$ cat src/verilog/ddfd_pkg.sv
package ddfd_pkg;

  // ==========================================================
  // second doubleword field positions; ALIGN_BIT is a first doubleword bit
  localparam int REGION_LSB        = 16;
  localparam int DW1_ZERO_BIT      = 15;
  localparam int SRC1_TYPE_LSB     = 12;
  localparam int SRC1_FILE_LSB     = 10;
  localparam int SRC0_TYPE_LSB     = 7;
  localparam int SRC0_FILE_LSB     = 5;
  localparam int DST_TYPE_LSB      = 2;
  localparam int DST_FILE_LSB      = 0;
  localparam int ALIGN_BIT         = 8;

  // ==========================================================
  // destination region subfields (relative to region)
  localparam int RGN_ADDR_MODE_BIT = 15;
  localparam int RGN_STRIDE_LSB    = 13;
  localparam int RGN_REGNUM_LSB    = 5;
  localparam int RGN_HALF_BIT      = 4;
  localparam int RGN_SUBREG_LSB    = 0;
  localparam int RGN_CHANEN_LSB    = 0;
  localparam int RGN_ASUB_LSB      = 10;
  localparam int RGN_OFFSET_LSB    = 4;

  // ==========================================================
  // register map and bus answers
  localparam logic [7:0] ADDR_CTRL         = 8'h00;
  localparam logic [7:0] ADDR_STATUS       = 8'h04;
  localparam logic [7:0] ADDR_LAST_ILLEGAL = 8'h08;
  localparam logic       CTRL_ENABLE_RESET = 1'h1;
  localparam logic [1:0] RESP_OKAY         = 2'h0;
  localparam logic [1:0] RESP_SLVERR       = 2'h2;

  // ==========================================================
  // types
  typedef enum logic [3:0] {
    NT_UDWORD      = 4'h0,
    NT_SDWORD      = 4'h1,
    NT_UWORD       = 4'h2,
    NT_SWORD       = 4'h3,
    NT_UBYTE       = 4'h4,
    NT_SBYTE       = 4'h5,
    NT_DOUBLE      = 4'h6,
    NT_FLOAT       = 4'h7,
    NT_PACK_UHALF  = 4'h8,
    NT_PACK_RFLOAT = 4'h9,
    NT_PACK_SHALF  = 4'ha
  } ddfd_numeric_type_type;

  typedef enum logic [1:0] {
    RF_ARCH      = 2'h0,
    RF_GENERAL   = 2'h1,
    RF_RESERVED  = 2'h2,
    RF_IMMEDIATE = 2'h3
  } ddfd_register_file_type;

  typedef enum logic [1:0] {
    LY_DIRECT_A16   = 2'h0,
    LY_DIRECT_A1    = 2'h1,
    LY_INDIRECT_A16 = 2'h2,
    LY_INDIRECT_A1  = 2'h3
  } ddfd_layout_type;

  // ==========================================================
  // shared decoders
  function automatic ddfd_numeric_type_type ddfd_decode_type(input logic [2:0] code, input logic immediate_operand_space);
    ddfd_numeric_type_type t;
    t = ddfd_numeric_type_type'({1'h0, code});
    if (immediate_operand_space && code == 3'h4) begin
      t = NT_PACK_UHALF;
    end else if (immediate_operand_space && code == 3'h5) begin
      t = NT_PACK_RFLOAT;
    end else if (immediate_operand_space && code == 3'h6) begin
      t = NT_PACK_SHALF;
    end
    return t;
  endfunction

  function automatic ddfd_register_file_type ddfd_decode_file(input logic [1:0] code, input logic imm_ok);
    ddfd_register_file_type f;
    f = ddfd_register_file_type'(code);
    if (code == 2'h3 && !imm_ok) begin
      f = RF_RESERVED;
    end
    return f;
  endfunction

endpackage

$ cat src/verilog/ddfd_operand_decode.sv
`timescale 1ns/1ps
module ddfd_operand_decode
  import ddfd_pkg::*;
(
  input  wire logic [2:0]        type_code,
  input  wire logic [1:0]        file_code,
  input  wire logic              imm_allowed,
  output ddfd_numeric_type_type  numeric_type,
  output ddfd_register_file_type register_file,
  output logic                   file_reserved
);

  // ==========================================================
  // file then type
  // file code map
  assign register_file = ddfd_decode_file(file_code, imm_allowed);
  assign numeric_type  = ddfd_decode_type(type_code, register_file == RF_IMMEDIATE);
  assign file_reserved = register_file == RF_RESERVED;

endmodule // ddfd_operand_decode

$ cat src/verilog/ddfd_region_decode.sv
`timescale 1ns/1ps
module ddfd_region_decode
  import ddfd_pkg::*;
(
  input  wire logic [15:0] region,
  input  wire logic        sixteen_byte_aligned_operands,
  input  wire logic        is_send,
  output ddfd_layout_type  layout,
  output logic             cur_addr_mode,
  output logic             post_addr_mode,
  output logic [7:0]       regnum,
  output logic [4:0]       subreg,
  output logic [3:0]       chanen,
  output logic [1:0]       stride,
  output logic [2:0]       asub,
  output logic [9:0]       offset,
  output logic             zero_bad
);

  // ==========================================================
  // layout select and fields
  always_comb begin
    layout         = ddfd_layout_type'({region[RGN_ADDR_MODE_BIT], ~sixteen_byte_aligned_operands});
    post_addr_mode = region[RGN_ADDR_MODE_BIT];
    cur_addr_mode  = is_send ? 1'h0 : region[RGN_ADDR_MODE_BIT];
    regnum         = 8'h00;
    subreg         = 5'h00;
    chanen         = 4'hf;
    stride         = 2'h0;
    asub           = 3'h0;
    offset         = 10'h000;
    zero_bad       = 1'h0;
    unique case (layout)
      LY_DIRECT_A16: begin
        // stride 01 from producer is legal
        zero_bad = region[RGN_STRIDE_LSB + 1];
        regnum   = region[RGN_REGNUM_LSB +: 8];
        subreg   = {region[RGN_HALF_BIT], 4'h0};
        chanen   = region[RGN_CHANEN_LSB +: 4];
      end
      LY_DIRECT_A1: begin
        stride = region[RGN_STRIDE_LSB +: 2];
        regnum = region[RGN_REGNUM_LSB +: 8];
        subreg = region[RGN_SUBREG_LSB +: 5];
      end
      LY_INDIRECT_A16: begin
        zero_bad = region[RGN_STRIDE_LSB + 1];
        asub     = region[RGN_ASUB_LSB +: 3];
        offset   = {region[RGN_OFFSET_LSB +: 6], 4'h0};
        chanen   = region[RGN_CHANEN_LSB +: 4];
      end
      LY_INDIRECT_A1: begin
        stride = region[RGN_STRIDE_LSB +: 2];
      end
    endcase
  end

endmodule // ddfd_region_decode

$ cat src/verilog/ddfd_top.sv
`timescale 1ns/1ps
// Summary of operation
// - upper half is destination region
// - source1 type table chosen by register file
// - register table: dword, word, byte, double, float
// - immediate table swaps in packed vector codes
// - source1 file: arch, general, reserved, immediate
// - source0 fields decoded like source1 fields
// - destination type uses register table
// - bits taken literally, never converted
// - destination file: arch, general, two reserved
// - direct sixteen-byte region layout
// - direct byte-aligned region layout
// - indirect sixteen-byte region layout
// - send current destination always direct
// - send fields split current and post
// - first doubleword bit 8 picks alignment
module ddfd_top
  import ddfd_pkg::*;
#(
  parameter int ADDR_W = 8
) (
  input  wire logic              aclk,
  input  wire logic              aresetn,
  input  wire logic [ADDR_W-1:0] s_axi_awaddr,
  input  wire logic [2:0]        s_axi_awprot,
  input  wire logic              s_axi_awvalid,
  output logic                   s_axi_awready,
  input  wire logic [31:0]       s_axi_wdata,
  input  wire logic [3:0]        s_axi_wstrb,
  input  wire logic              s_axi_wvalid,
  output logic                   s_axi_wready,
  output logic [1:0]             s_axi_bresp,
  output logic                   s_axi_bvalid,
  input  wire logic              s_axi_bready,
  input  wire logic [ADDR_W-1:0] s_axi_araddr,
  input  wire logic [2:0]        s_axi_arprot,
  input  wire logic              s_axi_arvalid,
  output logic                   s_axi_arready,
  output logic [31:0]            s_axi_rdata,
  output logic [1:0]             s_axi_rresp,
  output logic                   s_axi_rvalid,
  input  wire logic              s_axi_rready,
  input  wire logic              instr_valid,
  input  wire logic [31:0]       instr_dword0,
  input  wire logic [31:0]       instr_dword1,
  input  wire logic              instr_is_send,
  output logic                   decode_valid,
  output ddfd_numeric_type_type  source1_numeric_type,
  output ddfd_register_file_type source1_register_file,
  output ddfd_numeric_type_type  source0_numeric_type,
  output ddfd_register_file_type source0_register_file,
  output ddfd_numeric_type_type  dest_numeric_type,
  output ddfd_register_file_type dest_register_file,
  output ddfd_layout_type        dest_layout,
  output logic                   current_destination_addressing,
  output logic                   dest_addressing_select,
  output logic [7:0]             dest_register_number,
  output logic [4:0]             dest_subregister_number,
  output logic [3:0]             dest_channel_write_enables,
  output logic [1:0]             dest_horizontal_stride,
  output logic [2:0]             dest_address_subregister,
  output logic [9:0]             dest_immediate_offset,
  output logic                   decode_illegal
);

  // ==========================================================
  // state
  typedef struct packed {
    logic                   ctrl_enable;
    logic                   illegal_seen;
    logic [15:0]            decode_count;
    logic [31:0]            last_illegal;
    logic                   aw_got;
    logic [ADDR_W-1:0]      aw_addr;
    logic                   w_got;
    logic [31:0]            w_data;
    logic [3:0]             w_strb;
    logic                   bvalid;
    logic [1:0]             bresp;
    logic                   rvalid;
    logic [31:0]            rdata;
    logic [1:0]             rresp;
    logic                   out_valid;
    ddfd_numeric_type_type  src1_type;
    ddfd_register_file_type src1_file;
    ddfd_numeric_type_type  src0_type;
    ddfd_register_file_type src0_file;
    ddfd_numeric_type_type  dst_type;
    ddfd_register_file_type dst_file;
    ddfd_layout_type        layout;
    logic                   cur_addr_mode;
    logic                   post_addr_mode;
    logic [7:0]             regnum;
    logic [4:0]             subreg;
    logic [3:0]             chanen;
    logic [1:0]             stride;
    logic [2:0]             asub;
    logic [9:0]             offset;
    logic                   illegal;
  } ddfd_state_type;

  ddfd_state_type s;
  ddfd_state_type next_s;

  // ==========================================================
  // address map
  function automatic logic [1:0] map_select(input logic [ADDR_W-1:0] a);
    logic [1:0] sel;
    sel = 2'h3;
    if (a == ADDR_W'(ADDR_CTRL)) begin
      sel = 2'h0;
    end else if (a == ADDR_W'(ADDR_STATUS)) begin
      sel = 2'h1;
    end else if (a == ADDR_W'(ADDR_LAST_ILLEGAL)) begin
      sel = 2'h2;
    end
    return sel;
  endfunction

  // ==========================================================
  // field slicing
  logic [2:0]  src1_code;
  logic [1:0]  src1_fcode;
  logic [2:0]  src0_code;
  logic [1:0]  src0_fcode;
  logic [2:0]  dst_code;
  logic [1:0]  dst_fcode;
  logic [15:0] region;
  logic        sixteen_byte_aligned_operands;
  logic        take;

  assign region     = instr_dword1[REGION_LSB +: 16];
  assign src1_code  = instr_dword1[SRC1_TYPE_LSB +: 3];
  assign src1_fcode = instr_dword1[SRC1_FILE_LSB +: 2];
  assign src0_code  = instr_dword1[SRC0_TYPE_LSB +: 3];
  assign src0_fcode = instr_dword1[SRC0_FILE_LSB +: 2];
  assign dst_code   = instr_dword1[DST_TYPE_LSB +: 3];
  assign dst_fcode  = instr_dword1[DST_FILE_LSB +: 2];
  assign sixteen_byte_aligned_operands    = instr_dword0[ALIGN_BIT];
  assign take       = instr_valid & s.ctrl_enable;

  // ==========================================================
  // operand decoders
  ddfd_numeric_type_type  d_src1_type;
  ddfd_register_file_type d_src1_file;
  logic                   d_src1_bad;
  ddfd_numeric_type_type  d_src0_type;
  ddfd_register_file_type d_src0_file;
  logic                   d_src0_bad;
  ddfd_numeric_type_type  d_dst_type;
  ddfd_register_file_type d_dst_file;
  logic                   d_dst_bad;

  ddfd_operand_decode u_src1 (
    .type_code     (src1_code),
    .file_code     (src1_fcode),
    .imm_allowed   (1'h1),
    .numeric_type  (d_src1_type),
    .register_file (d_src1_file),
    .file_reserved (d_src1_bad)
  );

  ddfd_operand_decode u_src0 (
    .type_code     (src0_code),
    .file_code     (src0_fcode),
    .imm_allowed   (1'h1),
    .numeric_type  (d_src0_type),
    .register_file (d_src0_file),
    .file_reserved (d_src0_bad)
  );

  ddfd_operand_decode u_dst (
    .type_code     (dst_code),
    .file_code     (dst_fcode),
    .imm_allowed   (1'h0),
    .numeric_type  (d_dst_type),
    .register_file (d_dst_file),
    .file_reserved (d_dst_bad)
  );

  // ==========================================================
  // region decoder
  ddfd_layout_type d_layout;
  logic            d_cur_mode;
  logic            d_post_mode;
  logic [7:0]      d_regnum;
  logic [4:0]      d_subreg;
  logic [3:0]      d_chanen;
  logic [1:0]      d_stride;
  logic [2:0]      d_asub;
  logic [9:0]      d_offset;
  logic            d_zero_bad;

  ddfd_region_decode u_region (
    .region         (region),
    .sixteen_byte_aligned_operands        (sixteen_byte_aligned_operands),
    .is_send        (instr_is_send),
    .layout         (d_layout),
    .cur_addr_mode  (d_cur_mode),
    .post_addr_mode (d_post_mode),
    .regnum         (d_regnum),
    .subreg         (d_subreg),
    .chanen         (d_chanen),
    .stride         (d_stride),
    .asub           (d_asub),
    .offset         (d_offset),
    .zero_bad       (d_zero_bad)
  );

  logic d_illegal;
  assign d_illegal = d_src1_bad | d_src0_bad | d_dst_bad | d_zero_bad | instr_dword1[DW1_ZERO_BIT];

  // ==========================================================
  // next state
  logic wr_fire;
  logic ar_fire;

  always_comb begin
    next_s  = s;
    wr_fire = s.aw_got & s.w_got & ~s.bvalid;
    ar_fire = s_axi_arvalid & ~s.rvalid;
    // bus write channels, either order
    if (s_axi_awvalid && !s.aw_got && !s.bvalid) begin
      next_s.aw_got  = 1'h1;
      next_s.aw_addr = s_axi_awaddr;
    end
    if (s_axi_wvalid && !s.w_got && !s.bvalid) begin
      next_s.w_got  = 1'h1;
      next_s.w_data = s_axi_wdata;
      next_s.w_strb = s_axi_wstrb;
    end
    if (s.bvalid && s_axi_bready) begin
      next_s.bvalid = 1'h0;
    end
    if (wr_fire) begin
      next_s.aw_got = 1'h0;
      next_s.w_got  = 1'h0;
      next_s.bvalid = 1'h1;
      next_s.bresp  = RESP_OKAY;
      unique case (map_select(s.aw_addr))
        2'h0: begin
          if (s.w_strb[0]) begin
            next_s.ctrl_enable = s.w_data[0];
          end
        end
        2'h1: begin
          if (s.w_strb[0] && s.w_data[0]) begin
            next_s.illegal_seen = 1'h0;
          end
        end
        2'h2: begin
        end
        2'h3: begin
          next_s.bresp = RESP_SLVERR;
        end
      endcase
    end
    // bus read channel
    if (s.rvalid && s_axi_rready) begin
      next_s.rvalid = 1'h0;
    end
    if (ar_fire) begin
      next_s.rvalid = 1'h1;
      next_s.rresp  = RESP_OKAY;
      unique case (map_select(s_axi_araddr))
        2'h0: next_s.rdata = {31'h0, s.ctrl_enable};
        2'h1: next_s.rdata = {s.decode_count, 15'h0, s.illegal_seen};
        2'h2: next_s.rdata = s.last_illegal;
        2'h3: begin
          next_s.rdata = 32'h0;
          next_s.rresp = RESP_SLVERR;
        end
      endcase
    end
    // decode stage
    next_s.out_valid = take;
    if (take) begin
      next_s.src1_type      = d_src1_type;
      next_s.src1_file      = d_src1_file;
      next_s.src0_type      = d_src0_type;
      next_s.src0_file      = d_src0_file;
      next_s.dst_type       = d_dst_type;
      next_s.dst_file       = d_dst_file;
      next_s.layout         = d_layout;
      next_s.cur_addr_mode  = d_cur_mode;
      next_s.post_addr_mode = d_post_mode;
      next_s.regnum         = d_regnum;
      next_s.subreg         = d_subreg;
      next_s.chanen         = d_chanen;
      next_s.stride         = d_stride;
      next_s.asub           = d_asub;
      next_s.offset         = d_offset;
      next_s.illegal        = d_illegal;
      next_s.decode_count   = s.decode_count + 16'h1;
      if (d_illegal) begin
        next_s.illegal_seen = 1'h1;
        next_s.last_illegal = instr_dword1;
      end
    end
  end

  always_ff @(posedge aclk) begin
    if (!aresetn) begin
      s             <= '0;
      s.ctrl_enable <= CTRL_ENABLE_RESET;
    end else begin
      s <= next_s;
    end
  end

  // ==========================================================
  // outputs
  assign s_axi_awready                  = ~s.aw_got & ~s.bvalid;
  assign s_axi_wready                   = ~s.w_got & ~s.bvalid;
  assign s_axi_bvalid                   = s.bvalid;
  assign s_axi_bresp                    = s.bresp;
  assign s_axi_arready                  = ~s.rvalid;
  assign s_axi_rvalid                   = s.rvalid;
  assign s_axi_rdata                    = s.rdata;
  assign s_axi_rresp                    = s.rresp;
  assign decode_valid                   = s.out_valid;
  assign source1_numeric_type           = s.src1_type;
  assign source1_register_file          = s.src1_file;
  assign source0_numeric_type           = s.src0_type;
  assign source0_register_file          = s.src0_file;
  assign dest_numeric_type              = s.dst_type;
  assign dest_register_file             = s.dst_file;
  assign dest_layout                    = s.layout;
  assign current_destination_addressing = s.cur_addr_mode;
  assign dest_addressing_select         = s.post_addr_mode;
  assign dest_register_number           = s.regnum;
  assign dest_subregister_number        = s.subreg;
  assign dest_channel_write_enables     = s.chanen;
  assign dest_horizontal_stride         = s.stride;
  assign dest_address_subregister       = s.asub;
  assign dest_immediate_offset          = s.offset;
  assign decode_illegal                 = s.illegal;
endmodule // ddfd_top

$ cat config.mk
export PLATFORM = sky130hd
export DESIGN_NAME = ddfd_top
export DESIGN_NICKNAME = d
export VERILOG_FILES = /design/src/verilog/ddfd_pkg.sv /design/src/verilog/ddfd_operand_decode.sv /design/src/verilog/ddfd_region_decode.sv /design/src/verilog/ddfd_top.sv
export SDC_FILE = /design/constraint.sdc
export NUM_CORES = 1
export LEC_CHECK = 0
export ABC_CLOCK_PERIOD_IN_PS = 4200
export BUFFER_PORTS_ARGS = -buffer_cell sky130_fd_sc_hd__buf_4
export CAP_MARGIN = 20
export CORE_AREA = 4 4 96 143
export CTS_BUF_LIST = sky130_fd_sc_hd__clkbuf_4
export DETAILED_ROUTE_END_ITERATION = 10
export DIE_AREA = 0 0 100 147
export GPL_TIMING_DRIVEN = 0
export PLACE_DENSITY = 0.87
export RECOVER_POWER = 100
export SLEW_MARGIN = 20
export SYNTH_ARGS = -nofsm -noshare
export SYNTH_HDL_FRONTEND = slang
export SYNTH_HIERARCHICAL = 1
export SYNTH_SLANG_ARGS = --single-unit
$ cat constraint.sdc
create_clock -name aclk -period 4.2 [get_ports aclk]
set_input_delay 0 -clock aclk [delete_from_list [all_inputs] [get_ports aclk]]
set_output_delay 0 -clock aclk [all_outputs]
set_load 0.02 [all_outputs]
# Yosys cells after proc, flatten, opt, wreduce, memory -nomap -nowiden
# Index checks and enable logic that the tools add are counted.
# classes
n_addsub	1
n_eq_ne	28
muxes	39
bitwise_logic	16
reduce_logical	32
# ops
op	count
case mux 32 bit (4 select lines)	1
two-way mux 49 bit	1
two-way mux 4 bit	10
two-way mux 35 bit	1
two-way mux 32 bit	1
equality test 3 bit (second input constant)	9
equality test 2 bit (second input constant)	12
two-way mux 2 bit	10
adder 16 x 1 -> 16 bit (second input constant)	1
equality test 8 x 3 -> 1 bit (second input constant)	2
equality test 8 x 4 -> 1 bit (second input constant)	2
logical AND 1 bit	16
logical NOT 8 bit	2
two-way mux 1 bit	10
two-way mux 10 bit	1
case mux 5 bit (2 select lines)	1
two-way mux 8 bit	1
OR reduction 2 bit	4
bitwise AND 1 bit	6
equality test 2 x 1 -> 1 bit (second input constant)	3
logical NOT 2 bit	3
two-way mux 3 bit	2
NOT 1 bit	6
OR 1 bit	4
other kinds (4)	7
# totals
register_bits	156
output_inout_bits	97
elab_cells	147

# Longest topological paths before layout
# Gate-level depths: netlist of run 1.
# logic_depth
ltp_word	10
mapped_depth	7
depth_no_buf	6

# Modules after synthesis
# Netlist of run 1, hierarchy kept.
# modules_own_cells
mod	n_inst	cells_per_inst	area_per_inst_um2	seq_area_each_um2
ddfd_top	1	793	6482.5	3083.0
ddfd_region_decode	1	42	310.3	0.0
ddfd_operand_decode	3	11	60.1	0.0

# Worst setup path before layout of run 1
# OpenSTA, ideal clock, no wires.
# synth_timing
path_kind	register -> register
from	register s, in the netlist s_axi_rvalid
to	register s, in the netlist s_axi_rdata[10]
t_arrival_ns	1.452
slack_ns	2.683
stages_incl_launch_ff	7
path_buffers	2
path_cell_list	dfxtp_1 -> inv_1 -> nand2_1 -> buf_2 -> buf_1 -> a22oi_1 -> nor2_1
# synth_between
elab_chain_len	2
# synth_lines
item	line_no	rtl
start: declaration	ddfd_top.sv:103	ddfd_state_type s;
start signal: assignment	ddfd_top.sv:308	s <= next_s;
NOT 1 bit	-	
via s_axi_arready	ddfd_top.sv:39	output logic s_axi_arready,
bitwise AND 1 bit	ddfd_top.sv:222	ar_fire = s_axi_arvalid & ~s.rvalid;
# The timed path passes the listed nets, and every way through them passes these cells.
# A chain may end at the register's enable or synchronous reset.

# Final worst setup path of run 1
# layout_timing
from	input instr_dword0[8]
to	register s[167] (netlist bit)
# layout_between
elab_chain_len	7
# layout_lines
item	line_no	rtl
start: declaration	ddfd_top.sv:45	input wire logic [31:0] instr_dword0,
NOT 1 bit (*)	ddfd_region_decode.sv:23	layout = ddfd_layout_type'({region[RGN_ADDR_MODE_BIT], ~sixteen_byte_aligned_operands});
equality test 2 bit / logical NOT 2 bit (equally long branches)	ddfd_region_decode.sv:33	unique case (layout)
OR reduction 2 bit (no source line) (*)	-	
two-way mux 1 bit (*)	ddfd_region_decode.sv:33	
via d_zero_bad	ddfd_top.sv:193	logic d_zero_bad;
OR 1 bit (*) (2 in series)	ddfd_top.sv:212	assign d_illegal = d_src1_bad | d_src0_bad | d_dst_bad | d_zero_bad | instr_dword1[DW1_ZERO_BIT];
AND reduction 2 bit (no source line) (*)	-	
# The timed path passes the listed nets; every way through them passes the cells marked *.

==> results of run 1 <==
## power by group through the flow
stage / combinational, uW / clock [uW] / sequential (uW)
2_1_floorplan: 257 / 0 / 1580
4_1_cts: 472 / 980 / 1550
3_5_place_dp: 413 / 0 / 1590
5_1_grt: 489 / 1040 / 1560
6_report: 450 / 967 / 1550
3_3_place_gp: 406 / 0 / 1580
## critical path, delay by kind of cell
| family | cells | cell delay (ns) |
|---|---|---|
| simple gates | 3 | 0.81 |
| compound gates | 2 | 0.83 |
| buf+inv | 5 | 1.98 |
## flip-flops by register name (all words and copies together) (netlist names), 3 cells and up
name / cells
s_axi_rdata: 32
source0_numeric_type: 4
dest_register_number: 8
dest_numeric_type: 4
source1_numeric_type: 4
s: 62
dest_subregister_number: 5
dest_address_subregister: 3
dest_channel_write_enables: 4
dest_immediate_offset: 10
## worst paths after layout
| check | slack (ns) | end |
|---|---|---|
| setup reg to reg | 1.67 | s[167] |
| hold reg to reg | 0.46 | s_axi_rdata[27] |
| hold / removal | 0.14 | s_axi_rdata[5] |
| setup / recovery | 1.06 | s[167] |
## synth_stat cells (all sizes together) (8+ instances only)
library cell,instances
nand2,225
dfxtp,154
a21oi,121
buf,117
clkbuf,38
nor2,35
a22oi,31
or3,20
nor2b,14
and3,12
inv,12
nand2b,10
and2,8
## metrics by stage
| stage | hold WS (ns) | utilization, % | std cells | total power [uW] | area (um2) |
|---|---|---|---|---|---|
| floorplan | 0.133 | - | 877 | 1830 | 7010 |
| global placement | 0.242 | 67.1 | 1187 | 1990 | 8360 |
| detailed placement | 0.253 | 67.1 | 1187 | 2000 | 8360 |
| CTS | 0.0407 | 75.6 | 1292 | 3010 | 9420 |
| global route | 0.125 | 72.1 | 1293 | 3090 | 8980 |
| finish | 0.138 | 72.1 | 1293 | 2970 | 8980 |
## metal layers
metal	vias up	track usage [%]	wire length (um)
li1	3266	-	-
met5	-	0	0
met3	66	4.94	1160
met4	0	13.1	703
met2	275	46.4	10100
met1	3087	30.5	7610
## logic make-up (layout without fill, tap and decap cells)
group | after synthesis | after routing | share of synthesized area (%)
AOI/OAI and AO/OA | 169 | 169 | 14.7
xor gates and xnor gates | 10 | 10 | 1.26
adders and majority gates | 1 | 1 | 0.179
buffers and inverters | 167 | 426 | 15.0
DFF | 154 | 154 | 44.2
muxes | 6 | 6 | 0.861
other | 3 | 13 | 0.161
and+or+nand+nor | 358 | 358 | 23.6
## layout make-up
type                            count  share of cell area [%]
Antenna cell                        1                  0.0279
Buffer                            155                    10.8
Clock buffer                       17                    1.42
Clock inverter                     13                    1.99
Inverter                           12                   0.502
Multi-Input combinational cell    556                    31.5
Sequential cell                   154                    34.3
Tap cell                          156                    2.17
Timing Repair Buffer              229                    17.3
## what timing repair did
item	CTS	global route
hold endpoints to repair	113	0
hold buffers	75	0
gates resized for setup	0	0
==> results.txt, run 1 <==
The final net count came out at 1257. During synthesis, Yosys emitted a total of 6 warnings. The DRC violation count after routing is 0. The number of antenna violations at the first check in global routing came out at 1. The period utilization came out at 74.7%. The maximum fanout along the worst path is 10. The post-route worst setup slack came out at 1.06 ns. The effective utilization at floorplan came out at 56.0%. The most prevalent standard cell on the critical path is sky130_fd_sc_hd__clkbuf_1. Leaving out fill and tap cells, the most frequent cells in the layout are sky130_fd_sc_hd__nand2_1 (224), sky130_fd_sc_hd__dfxtp_1 (154), sky130_fd_sc_hd__buf_4 (152).

The most common library cell in the layout ignoring fill and taps is sky130_fd_sc_hd__nand2_1. The clock group share of total power came out at 32.6%. The classification of the worst-slack hold path is in2reg.

Ranked by total cell area, the synthesized netlist is headed by sky130_fd_sc_hd__dfxtp_1 (44%), sky130_fd_sc_hd__nand2_1 (12%), sky130_fd_sc_hd__buf_4 (10%). The total iterations of the first detailed-routing run is 6. The share of the Yosys chip area taken by registers is 44.2%. The setup slack at placement is 2.53 ns. The worst setup path is of the in2reg kind. Registers are responsible for 52.3% of the overall power. The number of levels in the clock H-tree came out at 4. In this run the most critical hold path is launched from s_axi_araddr[0]. Traced cell by cell, the critical path runs through dlygate4sd3_1, clkbuf_1, clkbuf_1, and2_0, or4_1, o21ai_0, clkbuf_1, nand2_1, a21oi_1, dlygate4sd3_1.

In this run, the combinational gates consume 15.1% of the power. The final max-slew violation count is 0. The count of input and output buffers came out at 154. The critical path launch point type is an input pin. The number of flops mapped to enable cells by yosys came out at 0. The overall die height is 147 um. The clock arrives with 0.0114 ns of skew.

The share of synthesized registers carrying an async set or reset is 0%. In this run the critical register-to-register path is launched from s[189]. The routability congestion estimate is 0.863. The post-synthesis sequential element count came out at 154.

The final number of hold-violating endpoints is 0. Of all cell types, the one taking the most synthesized area is sky130_fd_sc_hd__dfxtp_1. The number of buffers inserted by post-CTS setup repair came out at 0. Setup repair after global routing left no endpoint under its margin. The clock period minus final worst setup slack came out at 3.14 ns.

The die covers 14700 um2. STA classifies the critical path endpoint as a register. Global routing used 26.5% of the available tracks. The critical path's largest stage delay came out at 0.64 ns. The maximum number of pins on one net before global-route repair is 17. Summing all multi-input logic gate instances after layout gives 2830 um2. The number of cell instances on the worst register-to-register path is 7.

On the critical path, the stage with the largest delay is an instance of sky130_fd_sc_hd__o21ai_0. The accumulated negative setup slack came out at 0 ns. The post-route netlist has 18.8% of its cells at a drive strength greater than 1. The count of clock tree sinks is 154. After clock tree synthesis, the clock-pin slew on the worst setup and hold paths is 0.13 ns. The synthesis-to-layout area growth came out at 28.8%. The tree is rooted in a sky130_fd_sc_hd__clkbuf_4.

The fmax came out at 0.319 GHz. The max-capacitance violation count came out at 0. The power density relative to cell area is 331 nW/um2. The first-pass GRT wire length came out at 31500 um. Fill cells in the final layout number 1034. The worst hold path depth is 6. Of the post-synthesis cell area, the dominant cell type holds 44.2%. In the routed layout, each cell is associated on average with a via count of 5.18. After synthesis the cells add up to 6970 um2. The area of the placeable core is 12400 um2. The endpoint arrival time on the critical path is 3.62 ns. The number of clock buffers added by TritonCTS is 17. For this run the aggregate overflow at the end of global routing stands at 0.

The leakage dissipation came out at 0.00369 uW. Summed over all nets, the switching power comes to 793 uW. The average size of a mapped cell is 8.03 um2. TritonCTS built the clock tree. The per-cell routed wire length came out at 15.1 um. The worst-margin pin slew came out at 0.783 ns. The total wirelength of the detailed-routed design is 19600 um. The wire-length estimate of the detail-placed layout is 13400 um. Once detail routing completed, the nets flagged for antenna violations numbered 0.

The total setup violations reported at the end of the flow came out at 0. The number of top-level pins came out at 228. In this run the worst setup path begins at instr_dword0[8]. The number of vias in the routed layout is 6694. The initial detailed-routing violation count came out at 425. The sequential cell area is 3080 um2. At the worst endpoint, the required time is 4.69 ns. The site row count came out at 50.

The maximum resistive drop on vdd is 0.000242 V. The number of unique standard cell types used by synthesis came out at 45. The number of instances in the synthesized netlist is 868. The floorplan step set the die width to 100 um. The buffer levels on the longest clock path is 2. Internal power comes to 2180 uW.

The net switching fraction of the power came out at 26.7%. The worst-skew pair later-pin latency came out at 0.53 ns. In this run the tightest slew margin relative to its limit is 47.3%.

The run finished with clean final reports. The number of global-route vias before repair is 6639. The dominant register cell in the synthesized netlist is sky130_fd_sc_hd__dfxtp_1.
(Power assumes the default switching activity.)
==> inputs of run 2 (changes only) <==
Settings changed: ABC_CLOCK_PERIOD_IN_PS 4200 to 3160, CORE_AREA 4 4 96 143 to 4 4 99 148, DIE_AREA 0 0 100 147 to 0 0 103 152, PLACE_DENSITY 0.87 to 0.82.
Clock period 4.2 ns to 3.16 ns, I/O delays scaled along.
==> results.txt, run 2 (synthesis results as in run 1) <==
The DRC violation count after routing came to 0 (unchanged). The cell at the root of the clock tree is sky130_fd_sc_hd__clkbuf_4. The critical path's largest stage delay is 0.79 ns (+0.15 ns).

The final number of hold-violating endpoints came to 0 (unchanged). The overall die height came out at 152 um (+3.4%). The number of antenna violations at the first check in global routing is 2 (+1). The cell area reported after detailed placement came out at 8370 um2 (about the same). The most prevalent standard cell on the critical path is sky130_fd_sc_hd__dlygate4sd3_1. The endpoint arrival time on the critical path was 3.25 ns (-0.37 ns). The critical path in this run is classified as in2reg. The per-cell routed wire length came out at 14.9 um (-1.7%).

The leakage dissipation is 0.00379 uW (+2.6%). The maximum fanout along the worst path is 10 (unchanged). The worst-margin pin slew is 0.991 ns (+0.208 ns). The slack of the worst reg-to-reg path is 0.70 ns (-0.97 ns). Traced cell by cell, the critical path runs through dlygate4sd3_1, clkbuf_1, buf_4, and2_0, or4_1, o21ai_0, buf_6, nand2_1, a21oi_1, dlygate4sd3_1. Leaving out fill and tap cells, the most frequent cell in the layout is sky130_fd_sc_hd__nand2_1.

The worst path required time is 3.66 ns (-1.03 ns). The count of clock tree sinks is 154 (unchanged). The total wirelength of the detailed-routed design came out at 19600 um (about the same). The fmax came out at 0.363 GHz.

The clock-pin transition on the worst setup and hold timing paths is 0.14 ns (about the same). The TritonCTS clock tree is yes. STA classifies the critical path endpoint as a register.

The effective utilization at floorplan came out at 52.0% (-4.0 points). The fraction of final layout cells sized beyond drive strength 1 was 19.2% (+0.35 points). Setup repair after global routing left no endpoint under its margin. The worst path buffer plus inverter count is 5 (unchanged). The final max-slew violation count is 0 (unchanged). The total setup violations reported at the end of the flow came out at 0 (unchanged). The clock tree skew after final layout is 0.0187 ns (+0.00730 ns). The accumulated negative setup slack was 0 ns (unchanged).

The number of global-route vias before repair is 6781 (+2.1%). The routability congestion estimate was 0.919 (+6.5%). The number of top-level pins is 228 (unchanged). The via density per instance is 5.06 (-2.2%).

The max-capacitance violation count is 0 (unchanged). The synthesis-to-layout area growth is 31.0%. The number of buffers inserted by post-CTS setup repair is 0 (unchanged). The final net count is 1271 (+1.1%). The remaining antenna violation count after routing came out at 0 (unchanged). The depth of the critical timing path with buffers and inverters included is 10 (unchanged).

The run finished with clean final reports. The total iterations of the first detailed-routing run is 6 (unchanged). The first-pass GRT wire length came to 32200 um (+2.2%).

The area of all placed cells without fillers was 9140 um2 (+1.7%). On the critical path the largest part of the delay comes from buffers and inverters. The standard cell with the maximum stage delay on the critical path is sky130_fd_sc_hd__o21ai_0. The final core utilization came out at 68.2% (-4.0 points). The global router's overall resource usage came out at 25.5% (-1.1 points). The number of levels in the clock H-tree is 4 (unchanged). The buffer levels on the longest clock path is 2 (unchanged). The initial detailed-routing violation count came out at 329 (-23%). The site row count came out at 52 (+4.0%). The worst slew slack as a fraction of its limit is 33.2% (-14 points). The most flop-heavy register is s. The maximum number of pins on one net before global-route repair is 17 (unchanged).

The power density relative to cell area is 424 nW/um2 (+28%). The number of cell instances on the worst register-to-register path came out at 7 (unchanged). The worst hold path depth came to 6 (unchanged). The count of input and output buffers is 154 (unchanged). The path class of the tightest hold or removal check is in2reg. The clock buffer count from CTS came out at 17 (unchanged). The total half-perimeter wirelength after legalization and detailed placement came out at 13200 um (-1.8%).

The worst-skew pair later-pin latency came out at 0.56 ns (+0.03 ns). The overall overflow remaining after global route came out at 0 (unchanged). The maximum resistive drop on vdd is 0.000226 V (-6.8%). The die width was 103 um (+3.0%).

The area of the placeable core came out at 13400 um2 (+7.7%). The critical path launch point type is an input pin. The final critical path takes up 87.1% of the cycle.

The die outline area is 15700 um2 (+6.5%). The clock period minus final worst setup slack is 2.75 ns. In the layout the commonest cells are sky130_fd_sc_hd__nand2_1 (224), sky130_fd_sc_hd__dfxtp_1 (154), sky130_fd_sc_hd__buf_4 (153).

The number of vias in the routed layout is 6662 (-0.48%). The flip-flop count of the largest register, all copies and words added is 62 (unchanged).
-- run 2: cell types whose count changed in the layout (fill, tap and decap cells not counted), moves of 2 or more --
cell,change
sky130_fd_sc_hd__inv_6,+3
sky130_fd_sc_hd__dlygate4sd3_1,+14
sky130_fd_sc_hd__clkbuf_1,-4
sky130_fd_sc_hd__buf_6,+3
sky130_fd_sc_hd__bufinv_16,-2
-- run 2: final timing paths --
check / startpoint / end
worst max-delay path: instr_dword0[8] / s[158]
worst min-delay path: s_axi_araddr[1] / s_axi_rdata[4]
worst max register to register: s[189] / s[164]
worst min register to register: dest_register_file[1] / dest_register_file[1]
-- run 2: final cells by class --
| class | instances | area, um2 |
|---|---|---|
| fillers | 1169 | 4270 |
| repair buffers | 243 | 1690 |
| diodes | 2 | 5.00 |
| clock buffers | 18 | 135 |
| flip-flops and latches | 154 | 3080 |
| well taps | 162 | 203 |
| inverters | 12 | 45.0 |
| clock inverters | 14 | 145 |
| multi-input cells | 556 | 2840 |
| plain buffers | 155 | 993 |
-- run 2: through the flow --
step	total power (uW)	instances	hold slack, ns	setup WS (ns)
floorplan	2440	877	0.133	1.64
global placement	2650	1193	0.245	1.51
detailed placement	2660	1193	0.245	1.49
CTS	3920	1314	0.00381	0.556
global route	4050	1316	0.0722	0.304
finish	3870	1316	0.0806	0.409
-- run 2: power by group --
group,switching (uW),internal [uW]
registers,50.2,2020
clock network,710,480
logic,334,284
-- run 2: metal layers --
| metal | global-route usage, % | vias up | share of wire, % |
|---|---|---|---|
| met3 | 5.60 | 45 | 5.8 |
| met4 | 9.88 | 0 | 2.5 |
| met5 | 0 | - | 0 |
| met2 | 43.2 | 220 | 51 |
| met1 | 30.7 | 3095 | 40 |
| li1 | - | 3302 | - |
-- run 2: repair_timing --
item,in CTS,in global routing
endpoints found under the hold margin,113,0
hold buffers,89,0
gates resized for setup,0,0
-- run 2: tightest hold or removal path: cells and delay by family --
kind	cells	cell delay [ns]
buffers and inverters	2	0.23
and+or+nand+nor	3	0.25
AOI/OAI and AO/OA	1	0.14
==> inputs of run 3 (changes only) <==
Settings changed: ABC_CLOCK_PERIOD_IN_PS 3160 to 2500, CORE_AREA 4 4 99 148 to 4 4 104 155, DIE_AREA 0 0 103 152 to 0 0 108 159, PLACE_DENSITY 0.82 to 0.78.
Clock period 3.16 ns to 2.5 ns, I/O delays scaled along.
==> results.txt, run 3 (synthesis results as in run 1) <==
The worst-skew pair later-pin latency came out at 0.55 ns (about the same). The number of buffers inserted by post-CTS setup repair is 0 (unchanged). Counting flops per register, the top entry is s. The cell that appears most often on the critical path is sky130_fd_sc_hd__clkbuf_1. The area of the placeable core is 14700 um2 (+9.4%). The overall die height came out at 159 um (+4.6%). The maximum resistive drop on vdd is 0.000331 V (+46%). Compared with the post-synthesis result, the final layout area differs by 32.4%.

The critical path's largest stage delay came out at 0.59 ns (-0.20 ns). The routability congestion estimate was 0.863 (-6.1%). The per-cell routed wire length is 14.4 um (-3.4%). STA classifies the critical path endpoint as a register. The worst slew slack as a fraction of its limit came out at 55.0% (+22 points).

Clock tree synthesis selected as its root buffer the cell sky130_fd_sc_hd__clkbuf_4. Among cell families on the critical path, the largest total delay comes from buffers and inverters. The clock-pin transition on the worst setup and hold timing paths is 0.14 ns (about the same). The total iterations of the first detailed-routing run came out at 6 (unchanged). The classification of the worst-slack hold path is in2reg. The leakage dissipation is 0.00381 uW (+0.58%). Walking the worst path, the cells encountered are dlygate4sd3_1, clkbuf_1, inv_1, clkbuf_1, clkbuf_1, a21oi_1, dlygate4sd3_1.

In the finished design, the share of the clock period the worst path needs comes to 90.6%. In this run the most critical hold path is launched from s_axi_araddr[5]. The clock tree skew after final layout was 0.0246 ns (+0.00587 ns). The number of antenna violations at the first check in global routing is 1 (-1).

The depth of the critical timing path with buffers and inverters included came to 7 (-3). The final net count is 1269 (-0.16%). The DRC violation count after routing is 0 (unchanged). The top cell types in the final layout, fill and taps aside, are sky130_fd_sc_hd__nand2_1 (224), sky130_fd_sc_hd__buf_4 (154), sky130_fd_sc_hd__dfxtp_1 (154). Setup repair after global routing left no endpoint under its margin.

The slowest stage of the critical path is the sky130_fd_sc_hd__dlygate4sd3_1 cell. The clock period minus final worst setup slack came out at 2.27 ns. The worst setup path is of the in2reg kind. The clock buffer count from CTS came to 17 (unchanged). The most common library cell in the layout ignoring fill and taps is sky130_fd_sc_hd__nand2_1.

The max-capacitance violation count was 0 (unchanged). In this run the worst setup path begins at aresetn. The total setup violations reported at the end of the flow came out at 0 (unchanged). The number of vias in the routed layout came to 6595 (-1.0%).

The initial detailed-routing violation count came out at 263 (-20%). The fraction of final layout cells sized beyond drive strength 1 came out at 19.6% (+0.42 points). The die width came out at 108 um (+4.9%). The worst path required time is 2.95 ns (-0.71 ns). The total half-perimeter wirelength after legalization and detailed placement came out at 13600 um (+2.9%). The number of cell instances on the worst register-to-register path came to 7 (unchanged). The accumulated negative setup slack is 0 ns (unchanged). The worst path buffer plus inverter count came out at 6 (+1). The overall overflow remaining after global route is 0 (unchanged).

The final number of hold-violating endpoints is 0 (unchanged). The maximum fanout along the worst path is 10 (unchanged). The count of input and output buffers came out at 154 (unchanged). TritonCTS built the clock tree.

The critical path launch point type is an input pin. The die outline area was 17200 um2 (+9.7%). The endpoint arrival time on the critical path is 2.71 ns (-0.54 ns). The count of hold buffers inserted by post-cts repair came out at 87 (-2.2%). The remaining antenna violation count after routing is 0 (unchanged). The effective utilization at floorplan is 47.6% (-4.5 points).

The final max-slew violation count is 0 (unchanged). The site row count was 54 (+3.8%). The fmax is 0.441 GHz.

The worst hold path depth came out at 6 (unchanged). The buffer levels on the longest clock path is 2 (unchanged). The area of all placed cells without fillers came out at 9230 um2 (+1.0%).

The flip-flop count of the largest register, all copies and words added is 62 (unchanged). The worst register-to-register path begins at s_axi_rvalid. The number of top-level pins is 228 (unchanged).

The cell area reported after detailed placement was 8410 um2 (+0.51%). The flow ran to the end, and the final reports show no timing, DRC or antenna violations. The first-pass GRT wire length is 30900 um (-3.9%). The number of levels in the clock H-tree came out at 4 (unchanged). The power density relative to cell area came to 559 nW/um2 (+32%). The total wirelength of the detailed-routed design is 19300 um (-1.2%). The number of global-route vias before repair came out at 6407 (-5.5%). The maximum number of pins on one net before global-route repair was 17 (unchanged). The global router's overall resource usage came out at 22.3% (-3.1 points).

The via density per instance came out at 4.90 (-3.1%). The count of clock tree sinks came to 154 (unchanged). The post-cts resize count came to 0 (unchanged). The final hold slack was 0.0486 ns (-0.0320 ns). The worst-margin pin slew came to 0.676 ns (-0.315 ns).
## run 3: cell count changes in the layout (fill, tap and decap cells not counted), sizes merged
cell | before | now
inv | 15 | 13
buf | 166 | 170
clkinv | 6 | 5
clkinvlp | 3 | 1
dlygate4sd3 | 89 | 87
diode | 2 | 1
clkbuf | 161 | 157
bufinv | 2 | 5
## run 3: per-layer routing
layer / up-vias / GRT usage, % / routed length, um
li1: 3300 / - / -
met2: 209 / 38.8 / 9820
met1: 3052 / 26.6 / 7920
met3: 34 / 4.83 / 1170
met5: - / 0 / 0
met4: 0 / 8.27 / 393
## run 3: layout make-up
| cell class | count | area, um2 |
|---|---|---|
| fill | 1345 | 5430 |
| clock buffer | 18 | 135 |
| multi-input combinational | 556 | 2860 |
| clock inverter | 12 | 198 |
| sequential | 154 | 3080 |
| buffer | 155 | 993 |
| inverter | 12 | 45.0 |
| antenna | 1 | 2.50 |
| tap | 196 | 245 |
| timing repair buffer | 241 | 1670 |
## run 3: where the power goes
part | switching (uW) | leakage [uW] | internal (uW) | total (uW)
clock | 879 | 0.000176 | 894 | 1770
sequential | 60.9 | 0.00126 | 2550 | 2610
combinational | 417 | 0.00238 | 359 | 777
total | 1360 | 0.00381 | 3800 | 5160
## run 3: final timing paths
kind | end | slack, ns
worst max-delay path | s[161] | 0.23
worst min-delay path | s_axi_rdata[29] | 0.05
worst max register to register | s_axi_rresp[1] | 0.29
worst min register to register | source0_numeric_type[0] | 0.46
## run 3: worst reg2reg max path: stages (launching register included)
cell and delay (ns):
sky130_fd_sc_hd__dfxtp_1 0.35, sky130_fd_sc_hd__inv_1 0.09, sky130_fd_sc_hd__nand2_1 0.13, sky130_fd_sc_hd__buf_2 0.21, sky130_fd_sc_hd__a211oi_1 0.16, sky130_fd_sc_hd__dlygate4sd3_1 0.56
sky130_fd_sc_hd__nor3_1 0.04, sky130_fd_sc_hd__dlygate4sd3_1 0.56
## run 3: through the flow
step	instances	worst slack, ns	power, uW	util (%)
global route	1345	0.127	5360	63.0
finish	1345	0.235	5160	63.0
CTS	1344	0.281	5210	65.6
global placement	1227	0.849	3350	57.3
detailed placement	1227	0.831	3360	57.3
floorplan	877	0.983	3080	-
